### src/watchdog_pkg.sv
package watchdog_pkg;
  localparam logic [7:0] watchdog_control_addr = 8'he3;
  localparam logic [7:0] watchdog_control_reset = 8'h17;
  localparam logic [7:0] code_enable = 8'ha5;
  localparam logic [7:0] code_disable_first = 8'hde;
  localparam logic [7:0] code_disable_second = 8'had;
  localparam logic [7:0] code_lockout = 8'hff;
  localparam int status_bit = 4;
  localparam int update_guard_bit = 7;
  localparam logic [2:0] interval_reset = 3'h7;
  localparam int disable_window_clocks = 4;
  localparam logic [2:0] window_count_reset = 3'h0;
  localparam int base_timeout_bits = 8;
endpackage : watchdog_pkg

### src/watchdog_cnt_if.sv
`timescale 1ns/1ps
`default_nettype none
interface watchdog_cnt_if;
  logic run;
  logic reload;
  logic [2:0] interval;
  logic expire;
  modport ctrl (output run, output reload, output interval, input expire);
  modport cnt (input run, input reload, input interval, output expire);
endinterface : watchdog_cnt_if
`default_nettype wire

### src/watchdog_counter.sv
`timescale 1ns/1ps
`default_nettype none
module watchdog_counter
  import watchdog_pkg::*;
#(
  parameter int base_bits = base_timeout_bits
) (
  input wire logic mclk,
  input wire logic nrst,
  watchdog_cnt_if.cnt link
);
  localparam int cnt_w = base_bits + 7;
  logic [cnt_w-1:0] count;
  logic [cnt_w-1:0] limit;
  // interval n gives a period of 2^(base_bits+n) clocks
  assign limit = {cnt_w{1'b1}} >> (3'h7 - link.interval);
  always_ff @(posedge mclk) begin
    if (!nrst || link.reload || !link.run) begin
      count <= '0;
    end else if (count >= limit) begin
      count <= '0;
    end else begin
      count <= count + 1'b1;
    end
  end
  always_ff @(posedge mclk) begin
    if (!nrst) begin
      link.expire <= 1'b0;
    end else begin
      link.expire <= link.run && !link.reload && (count >= limit);
    end
  end
endmodule : watchdog_counter
`default_nettype wire

### src/watchdog_control_unit.sv
`timescale 1ns/1ps
`default_nettype none
module watchdog_control_unit
  import watchdog_pkg::*;
#(
  parameter int base_bits = base_timeout_bits
) (
  input wire logic mclk,
  input wire logic nrst,
  input wire logic [7:0] sfr_addr,
  input wire logic sfr_wr,
  input wire logic sfr_rd,
  input wire logic [7:0] sfr_wdata,
  output logic [7:0] sfr_rdata,
  output logic watchdog_reset
);

  // disable sequence; locked is terminal until the next reset
  // one-hot, so a single flipped bit shows up as an illegal code
  typedef enum logic [2:0] {
    seq_idle = 3'b001,
    seq_armed = 3'b010,
    seq_locked = 3'b100
  } disable_seq_t;

  watchdog_cnt_if link ();

  // register access decode
  logic reg_hit;
  logic reg_read;
  logic wr_enable;
  logic wr_disable_first;
  logic wr_disable_second;
  logic wr_lockout;
  logic wr_interval;

  // control state and next values
  disable_seq_t seq_state;
  disable_seq_t next_seq_state;
  logic [2:0] window_count;
  logic [2:0] next_window_count;
  logic running;
  logic next_running;
  logic [2:0] timeout_interval_select;
  logic [2:0] next_timeout_interval_select;
  logic locked;
  logic window_open;
  logic disable_accept;
  logic [7:0] read_value;
  logic [7:0] next_sfr_rdata;

  assign reg_hit = sfr_wr && (sfr_addr == watchdog_control_addr);
  assign reg_read = sfr_rd && (sfr_addr == watchdog_control_addr);

  // every code is a whole-byte match, so only one strobe fires per write
  always_comb begin
    wr_enable = 1'b0;
    wr_disable_first = 1'b0;
    wr_disable_second = 1'b0;
    wr_lockout = 1'b0;
    wr_interval = 1'b0;
    if (reg_hit) begin
      wr_enable = (sfr_wdata == code_enable);
      wr_disable_first = (sfr_wdata == code_disable_first);
      wr_disable_second = (sfr_wdata == code_disable_second);
      wr_lockout = (sfr_wdata == code_lockout);
      wr_interval = !sfr_wdata[update_guard_bit];
    end
  end

  assign locked = (seq_state == seq_locked);
  assign window_open = (seq_state == seq_armed);

  assign disable_accept = wr_disable_second && window_open && !locked;

  // window_count holds the clocks left for the second disable code
  always_comb begin
    next_seq_state = seq_state;
    next_window_count = window_count;
    unique case (seq_state)
      seq_idle: begin
        if (wr_lockout) begin
          next_seq_state = seq_locked;
        end else if (wr_disable_first) begin
          next_seq_state = seq_armed;
          next_window_count = 3'(disable_window_clocks);
        end
      end
      seq_armed: begin
        if (wr_lockout) begin
          next_seq_state = seq_locked;
          next_window_count = window_count_reset;
        end else if (wr_disable_first) begin
          next_window_count = 3'(disable_window_clocks);
        end else if (reg_hit || window_count == 3'h1) begin
          // any other write to this register, or the last window clock, closes it
          next_seq_state = seq_idle;
          next_window_count = window_count_reset;
        end else begin
          next_window_count = window_count - 3'h1;
        end
      end
      seq_locked: begin
        next_window_count = window_count_reset;
      end
      // a corrupted code falls back to idle rather than hanging
      default: begin
        next_seq_state = seq_idle;
        next_window_count = window_count_reset;
      end
    endcase
  end

  always_comb begin
    next_running = running;
    // enable and disable codes differ, so both never fire together
    // enable starts it
    if (wr_enable) begin
      next_running = 1'b1;
    end else if (disable_accept) begin
      next_running = 1'b0;
    end
  end

  always_comb begin
    next_timeout_interval_select = timeout_interval_select;
    // the command codes have bit 7 set and leave the interval alone
    // low bits pick interval
    if (wr_interval) begin
      next_timeout_interval_select = sfr_wdata[2:0];
    end
  end

  // bits 7:5 and 3 have no function and read as zero
  always_comb begin
    read_value = 8'h00;
    read_value[status_bit] = running;
    read_value[2:0] = timeout_interval_select;
  end

  // data only stand for a matching read, so other addresses see zero
  always_comb begin
    next_sfr_rdata = 8'h00;
    if (reg_read) begin
      next_sfr_rdata = read_value;
    end
  end

  // state registers, one block per concern
  always_ff @(posedge mclk) begin
    if (!nrst) begin
      seq_state <= seq_idle;
    end else begin
      seq_state <= next_seq_state;
    end
  end

  always_ff @(posedge mclk) begin
    if (!nrst) begin
      window_count <= window_count_reset;
    end else begin
      window_count <= next_window_count;
    end
  end

  always_ff @(posedge mclk) begin
    if (!nrst) begin
      running <= watchdog_control_reset[status_bit];
    end else begin
      running <= next_running;
    end
  end

  always_ff @(posedge mclk) begin
    if (!nrst) begin
      timeout_interval_select <= interval_reset;
    end else begin
      timeout_interval_select <= next_timeout_interval_select;
    end
  end

  always_ff @(posedge mclk) begin
    if (!nrst) begin
      sfr_rdata <= 8'h00;
    end else begin
      sfr_rdata <= next_sfr_rdata;
    end
  end

  // counter side of the link
  // reload counter
  assign link.reload = wr_enable;
  assign link.run = running;
  assign link.interval = timeout_interval_select;

  // registered so the reset request is a clean single-cycle pulse
  always_ff @(posedge mclk) begin
    if (!nrst) begin
      watchdog_reset <= 1'b0;
    end else begin
      watchdog_reset <= link.expire;
    end
  end

  // the counter restarts itself after each expiry; software must
  // keep writing the enable code to hold the reset off
  watchdog_counter #(.base_bits(base_bits)) u_counter (
    .mclk(mclk),
    .nrst(nrst),
    .link(link)
  );
endmodule : watchdog_control_unit
`default_nettype wire

### config.mk
export PLATFORM = sky130hd
export DESIGN_NAME = watchdog_control_unit
export DESIGN_NICKNAME = d
export VERILOG_FILES = /design/src/watchdog_pkg.sv /design/src/watchdog_cnt_if.sv /design/src/watchdog_counter.sv /design/src/watchdog_control_unit.sv
export SDC_FILE = /design/constraint.sdc
export NUM_CORES = 1
export LEC_CHECK = 0
export BUFFER_PORTS_ARGS = -buffer_cell sky130_fd_sc_hd__buf_4
export CAP_MARGIN = 10
export CORE_MARGIN = 3
export CORE_UTILIZATION = 40
export DETAILED_ROUTE_END_ITERATION = 10
export PLACE_DENSITY_LB_ADDON = 0.25
export SETUP_SLACK_MARGIN = 0.2
export SLEW_MARGIN = 0
export SYNTH_ARGS = -nofsm -noshare
export SYNTH_HDL_FRONTEND = slang
export SYNTH_SLANG_ARGS = --single-unit
### constraint.sdc
create_clock -name mclk -period 6.4 [get_ports mclk]
set_clock_uncertainty 0.05 [all_clocks]
set_input_delay 1.28 -clock mclk [delete_from_list [all_inputs] [get_ports mclk]]
set_output_delay 1.28 -clock mclk [all_outputs]
set_load 0.05 [all_outputs]
Word level (Yosys, flattened, before mapping)
Cells that the tools add are included.

operators by class
  add/sub/neg operators = 3
  magnitude comparators = 1
  equal/unequal tests = 14
  shifts and indexed selects = 1
  muxes and demuxes = 17
  bitwise logic cells = 2
  reduce and logical (&&, ||, !) cells = 19

operator list
  cell                                                   number
  equality test 8 bit, second input constant             5
  2-to-1 mux 3 bit                                       10
  adder 15 x 1 -> 15 bit, second input constant          1
  greater-or-equal comparator 15 bit                     1
  >> shifter 15 x 3 -> 15 bit, first input constant      1
  case mux 3 bit (3 select lines)                        1
  equality test 3 x 1 -> 1 bit, second input constant    2
  logical AND 1 bit                                      6
  inequality test 3 bit, second input constant           2
  case mux 3 bit (2 select lines)                        1
  logical NOT 1 bit                                      5
  2-to-1 mux 1 bit                                       5
  inequality test 2 bit, second input constant           2
  AND reduction 2 bit                                    2
  AND reduction 4 bit                                    1
  OR reduction 2 bit                                     2
  equality test 3 x 2 -> 1 bit, second input constant    1
  equality test 3 bit, second input constant             1
  logical OR 1 bit                                       3
  inequality test 3 x 2 -> 1 bit, second input constant  1
  subtractor 3 x 1 -> 3 bit, second input constant       1
  subtractor 3 bit, first input constant                 1
  NOT 1 bit                                              2

word-level totals
  bits in registers = 35
  input bits = 20
  output and inout bits = 9
  word-level logic and storage cells = 66

Longest topological paths before layout
Gate-level depths: netlist of run 1.

  word-level depth = 7
  mapped depth = 9

Modules after synthesis
A second synthesis of run 1 with hierarchy kept.

second synthesis, totals
  cells, all modules = 196
  area total of the unflattened synthesis = 1736.7 µm²

by module, submodules not included
  module                 times used  cells an instance  area an instance (µm²)
  watchdog_counter       1           101                957.2
  watchdog_control_unit  1           95                 779.5

Worst setup path after synthesis of run 1
No wires, ideal clock.

  kind = in2reg
  from = input port sfr_addr[2]
  to = register u_counter.count[10]
  library setup time = 115 ps
  arrival = 2729 ps
  data required time = 6235 ps
  slack = 3507 ps
  cell stages on the path = 7
  buffers on the path = 2
  cell sequence = nand4bb_4 or4_4 o311ai_2 or3_1 buf_6 buf_8 nor2_1

on the way
  cells in the longest elaborated chain, start to end = 6

ends and longest elaborated chain
  element                        line                         text
  from (decl)                    watchdog_control_unit.sv:10  input wire logic [7:0] sfr_addr,
  equality test 8 bit            watchdog_control_unit.sv:52  assign reg_hit = sfr_wr && (sfr_addr == watchdog_control_addr);
  logical AND 1 bit              watchdog_control_unit.sv:52
  2-to-1 mux 1 bit               watchdog_control_unit.sv:62  if (reg_hit) begin
  logical OR 1 bit (2 in a row)  watchdog_counter.sv:18       if (!nrst || link.reload || !link.run) begin
  OR reduction 2 bit (no line)   -
  to (signal assigned)           watchdog_counter.sv:23       count <= count + 1'b1;
  to (decl)                      watchdog_counter.sv:13       logic [cnt_w-1:0] count;

No other way between the ends.
A chain may end at the register's enable or synchronous reset.

Worst setup path after layout of run 1
  from = input port sfr_addr[2]
  to = register u_counter.count[14]

Same word-level chain as after synthesis.

==> results of run 1 <==
[worst max-delay path, cell delays in order]
cell and delay (ns):
buf_4 0.11, nand4bb_4 0.24, or4_4 0.56, o311ai_2 0.28, or3_1 0.47, nor2_1 0.10
[flip-flops by register name, indices dropped and copies added (netlist names)]
name and cells:
u_counter.count 15, window_count 3, seq_state 3, watchdog_reset 1, link.run 1, sfr_rdata 4
u_counter.link.expire 1, link.interval 3
[synth_stat cells, types with 2 or more instances]
cell type  count  share of area (%)
and3_1         4                1.5
nor3b_1        3                1.4
nand2_1       13                3.0
o31ai_1        2               0.91
buf_4          4                1.8
and2_1         4                1.5
clkbuf_1       2               0.46
inv_1          6                1.4
ha_1          10                7.6
or3_1          4                1.5
nor3_1         8                2.4
nor2b_1        5                1.9
xnor2_1        9                4.8
a21oi_1        4                1.2
o21ai_0        4                1.2
a21boi_0       2               0.91
nand3_1       12                3.6
dfxtp_1       31                 38
nand4_1        5                1.9
nor2_1        29                6.6
xor2_1         7                3.7
[worst paths after layout]
kind | from | endpoint | slack, ns | cells past startpoint
hold / removal | u_counter.link.expire | watchdog_reset | 0.40 | 1
setup reg to reg | link.interval[1] | u_counter.count[13] | 3.99 | 7
setup / recovery | sfr_addr[2] | u_counter.count[14] | 3.46 | 6
hold reg to reg | u_counter.link.expire | watchdog_reset | 0.40 | 1
[through the flow]
step	setup WS [ns]	instances	hold slack, ns	utilization, %	power [uW]
final	3.456	264	0.4030	50.56	402.5
after global routing	3.346	264	0.4385	50.56	420.9
after CTS	3.431	264	0.4218	50.56	408.8
after detailed placement	3.130	256	0.4084	47.84	239.4
after global placement	3.156	256	0.4034	47.84	239.0
after floorplan	3.507	193	0.3619	-	228.3
[kinds of logic (layout without fill, tap and decap cells)]
logic type,after synthesis,in the layout,synth area share (%)
and+or+nand+nor,96,96,31.13
xor gates and xnor gates,16,16,8.505
other,1,4,0.2276
adders and majority gates,10,10,7.593
DFF,31,31,37.66
AOI/OAI and AO/OA,20,20,8.733
muxes,1,1,0.6075
buffers and inverters,15,38,5.542
[layer usage]
layer	vias to the layer above	GRT usage, %
met5	-	0
met4	0	4.468
li1	704	-
met1	612	17.10
met2	13	22.14
met3	6	4.317
[area by class of cell]
| class | instances | share of cell area, % |
|---|---|---|
| multi-input combinational | 147 | 48.96 |
| sequential | 31 | 32.08 |
| timing repair buffer | 24 | 9.314 |
| clock buffer | 7 | 4.981 |
| tap | 48 | 3.105 |
| inverter | 6 | 1.164 |
| clock inverter | 1 | 0.3881 |
[power by group]
group          switching [uW]  total, uW  leakage [uW]  internal (uW)
Sequential               3.28        200      0.000251            196
Clock                    70.0        168     0.0000505           97.7
Combinational            18.5       35.1      0.000487           16.6
Total                    91.8        403      0.000788            311
==> flow_summary.toml, run 1 <==
[grt]
grt_pass1_vias = 1276
track_usage_pct = 13.66
grt_pass1_wl_um = 5485
grt_start_max_net_pins = 16
antenna_found_initial = 0
grt_overflow_total = 0

[cells_and_area]
drive_gt1_share_pct = 16.67
antenna_cells = 0
syn2layout_area_growth_pct = 17.39
final_cell_mix = "31 x dfxtp_1, 29 x nor2_1, 24 x buf_4"
nets = 245
fin_area_mm2 = 0.001934
register_area_um2 = 620.6
fillerInstances = 375
multiInputGateArea_um2 = 947.2
final_common_cell = "dfxtp_1"

[floorplanning]
start_util_pct = 43.07
die_x_um = 70.19
die-area_mm2 = 0.004926
core_mm2 = 0.003826
io_pins = 29
rows = 22
die_y_um = 70.19

[drt]
drt_iter0_markers = 36
met1Wirelength_um = 1484
top_layer = "met4"
drt_first_pass_iters = 4
route.detailed.drc = 0
vias_per_cell = 5.057
dr_wl_met2_um = 1532
route.met3.wl_um = 95
wl_per_cell_um = 11.94
wl_um = 3151
via_count = 1335
ant_nets = 0

[synthesis]
synth_area_mm2 = 0.001648
synth_cells = 190
ys_ff_latch = 31
synth-edff-count = 0
synthFlopType = "dfxtp_1"
async_reset_ff_share_pct = 0
avgSynthCellArea_um2 = 8.673
seq_area_frac_synth_pct = 37.66
yosysUniqueCellTypes = 43
yosysWarnings = 0

[clocking]
htree_levels = 2
clockRootBuffer = "clkbuf_8"
ctsResizeCount = 0
clkSinkCount = 31
post-cts-setup-buffers = 0
cts_buffers = 5
hold_buffers = 0
clkLatencyLatePin_ns = 0.28
cts_tree = "done"
cts_buffer_depth = 2
clk_pin_slew_ns = 0.06

[setup_path]
critPathRequiredTime_ns = 6.50
worstSetupStartpointType = "input pin"
arrival_ns = 3.04
crit_type = "in2reg"
crit_fanout = 15
cp-end-kind = "register"

[placement]
dp_hpwl_um = 2422
placed_area_mm2 = 0.001831
gp_congestion = 0.7792
port_buffers = 24

[timing]
finalCriticalPeriod_ns = 2.944
relSlewSlack_pct = 60.82
tightest_slew_ns = 0.5728
final-setup-viol-count = 0
drv_slew = 0
rsz0062_at_grt = "false"
finalHoldViolations = 0
max_freq_mhz = 339.7
tns_ns = 0
fin_crit_sh_pct = 45.99

[job]
drv_cap = 0

[power]
ir_drop_uv = 122.7
pwr_density_cell_mw_per_mm2 = 208.1
p_leak_uw = 0.0007881

[outcome]
status = "completed"

[hold_path]
hold_path_class = "reg2reg"
Power figures use the tool's default switching activity.
==> inputs of run 2 (changes only) <==
clock period = 3.01 ns   (was 6.4 ns; I/O delays follow)
==> flow_summary.toml, run 2 (synthesis results as in run 1) <==
[setup_path]
cp_top_family = "simple AND/OR/NAND/NOR gates"
path_depth = 7
cp_cell_sequence = "o21ai_0, ha_1, a211oi_1, nor2_1, or3_1, or3_1, nor2_1"
cp-end-kind = "register"
startpoint = "link.interval[1]"
critPathRequiredTime_ns = 3.17
cp_slowest_stage_delay_ns = 0.57
crit_type = "reg2reg"
r2r_cells = 7
crit_fanout = 15
slowest_stage = "or3_1"
r2r-end = "u_counter.count[2]"
endpoint = "u_counter.count[2]"
r2r_start = "link.interval[1]"
r2r_slack_ns = 0.64
worstSetupStartpointType = "register"
cp.buffers_inverters = 0
arrival_ns = 2.52

[power]
comb_power_share_pct = 9.1
ir_drop_uv = 254.2
switchingPower_uw = 183.7
pwr_density_cell_mw_per_mm2 = 425.3
p_leak_uw = 0.0007847
p_seq_share_pct = 52.1
p_int_uw = 632.0
clkPwrFrac_pct = 38.8
sw_frac_of_total_pct = 22.52

[placement]
placed_area_mm2 = 0.001831
port_buffers = 24
dp_cells = 256
gp_congestion = 0.7777
pre_cts_slack_ns = 0.4360
dp_hpwl_um = 2397

[grt]
track_usage_pct = 13.69
grt_start_max_net_pins = 16
grt_pass1_wl_um = 5485
antenna_found_initial = 0
grt_overflow_total = 0
grt_pass1_vias = 1266

[drt]
via_count = 1316
wl_per_cell_um = 11.56
vias_per_cell = 5.004
wl_um = 3040
ant_nets = 0
route.detailed.drc = 0
drt_first_pass_iters = 4
drt_iter0_markers = 59

[clocking]
clkLatencyLatePin_ns = 0.27
cts_buffer_depth = 2
post-cts-setup-buffers = 0
hold_buffers = 0
cts_buffers = 5
cts_tree = "done"
clk_pin_slew_ns = 0.06
clockRootBuffer = "clkbuf_8"
ctsResizeCount = 0
clkSinkCount = 31
htree_levels = 2

[timing]
relSlewSlack_pct = 58.95
tns_ns = 0
rsz0062_at_grt = "false"
final-setup-viol-count = 0
worst_slack_ns = 0.6450
finalCriticalPeriod_ns = 2.365
finalHoldViolations = 0
fin_crit_sh_pct = 78.57
tightest_slew_ns = 0.6003
drv_slew = 0
max_freq_mhz = 422.8

[cells_and_area]
final_cell_mix = "31 x dfxtp_1, 29 x nor2_1, 24 x buf_4"
final_common_cell = "dfxtp_1"
largest_register_ff_count = 15
regMostFlops = "u_counter.count"
nets = 245
syn2layout_area_growth_pct = 16.40
fin_cells = 263
drive_gt1_share_pct = 16.28
utilization_pct = 50.13
antenna_cells = 0
fin_area_mm2 = 0.001918
biggestRegsByFlops = "u_counter.count x15, sfr_rdata x4"

[floorplanning]
start_util_pct = 43.07
io_pins = 29
die_y_um = 70.19
core_mm2 = 0.003826
die-area_mm2 = 0.004926
die_x_um = 70.19
rows = 22

[job]
drv_cap = 0

[hold_path]
hold_path_class = "reg2reg"

[outcome]
status = "completed"
-- run 2: cell types whose count changed in the layout (fill, tap and decap cells not counted) --
cell        change
clkbuf_8        -1
clkinv_2        +1
clkinvlp_4      -1
-- run 2: metal layers --
| layer | global-route usage, % | up-vias | part of all wire [%] |
|---|---|---|---|
| met2 | 22.14 | 15 | 48 |
| met5 | 0 | - | 0 |
| li1 | - | 702 | - |
| met3 | 4.317 | 6 | 3.3 |
| met1 | 17.22 | 593 | 47 |
| met4 | 4.468 | 0 | 1.4 |
-- run 2: power by group through the flow --
stage               Clock (uW)  Combinational, uW  Sequential [uW]
finish                     317               74.1              425
global route               345               83.1              426
CTS                        330               74.9              425
detailed placement           0               74.8              434
global placement             0               74.2              434
floorplan                    0               52.8              433
-- run 2: worst min path at each step --
| stage | from | to | slack (ns) | depth (start not counted) |
|---|---|---|---|---|
| after detailed placement | u_counter.link.expire | watchdog_reset | 0.41 | 1 |
| final | u_counter.link.expire | watchdog_reset | 0.40 | 1 |
| after global routing | u_counter.link.expire | watchdog_reset | 0.45 | 1 |
| after global placement | u_counter.count[0] | u_counter.count[0] | 0.40 | 1 |
| after CTS | u_counter.link.expire | watchdog_reset | 0.42 | 1 |
| after floorplan | u_counter.link.expire | watchdog_reset | 0.36 | 1 |
-- run 2: metrics by stage --
stage / power, uW / hold WS [ns]
6_report: 815.7 / 0.4007
5_1_grt: 854.5 / 0.4459
4_1_cts: 830.1 / 0.4195
3_5_place_dp: 508.8 / 0.4081
3_3_place_gp: 508.1 / 0.4022
2_1_floorplan: 485.4 / 0.3619
-- run 2: cell type report --
type	count	area (um2)
fillers	379	1908
multi-input cells	147	947.2
flip-flops and latches	31	620.6
repair buffers	24	180.2
clock buffers	6	82.58
well taps	48	60.06
inverters	6	22.52
clock inverters	1	5.005
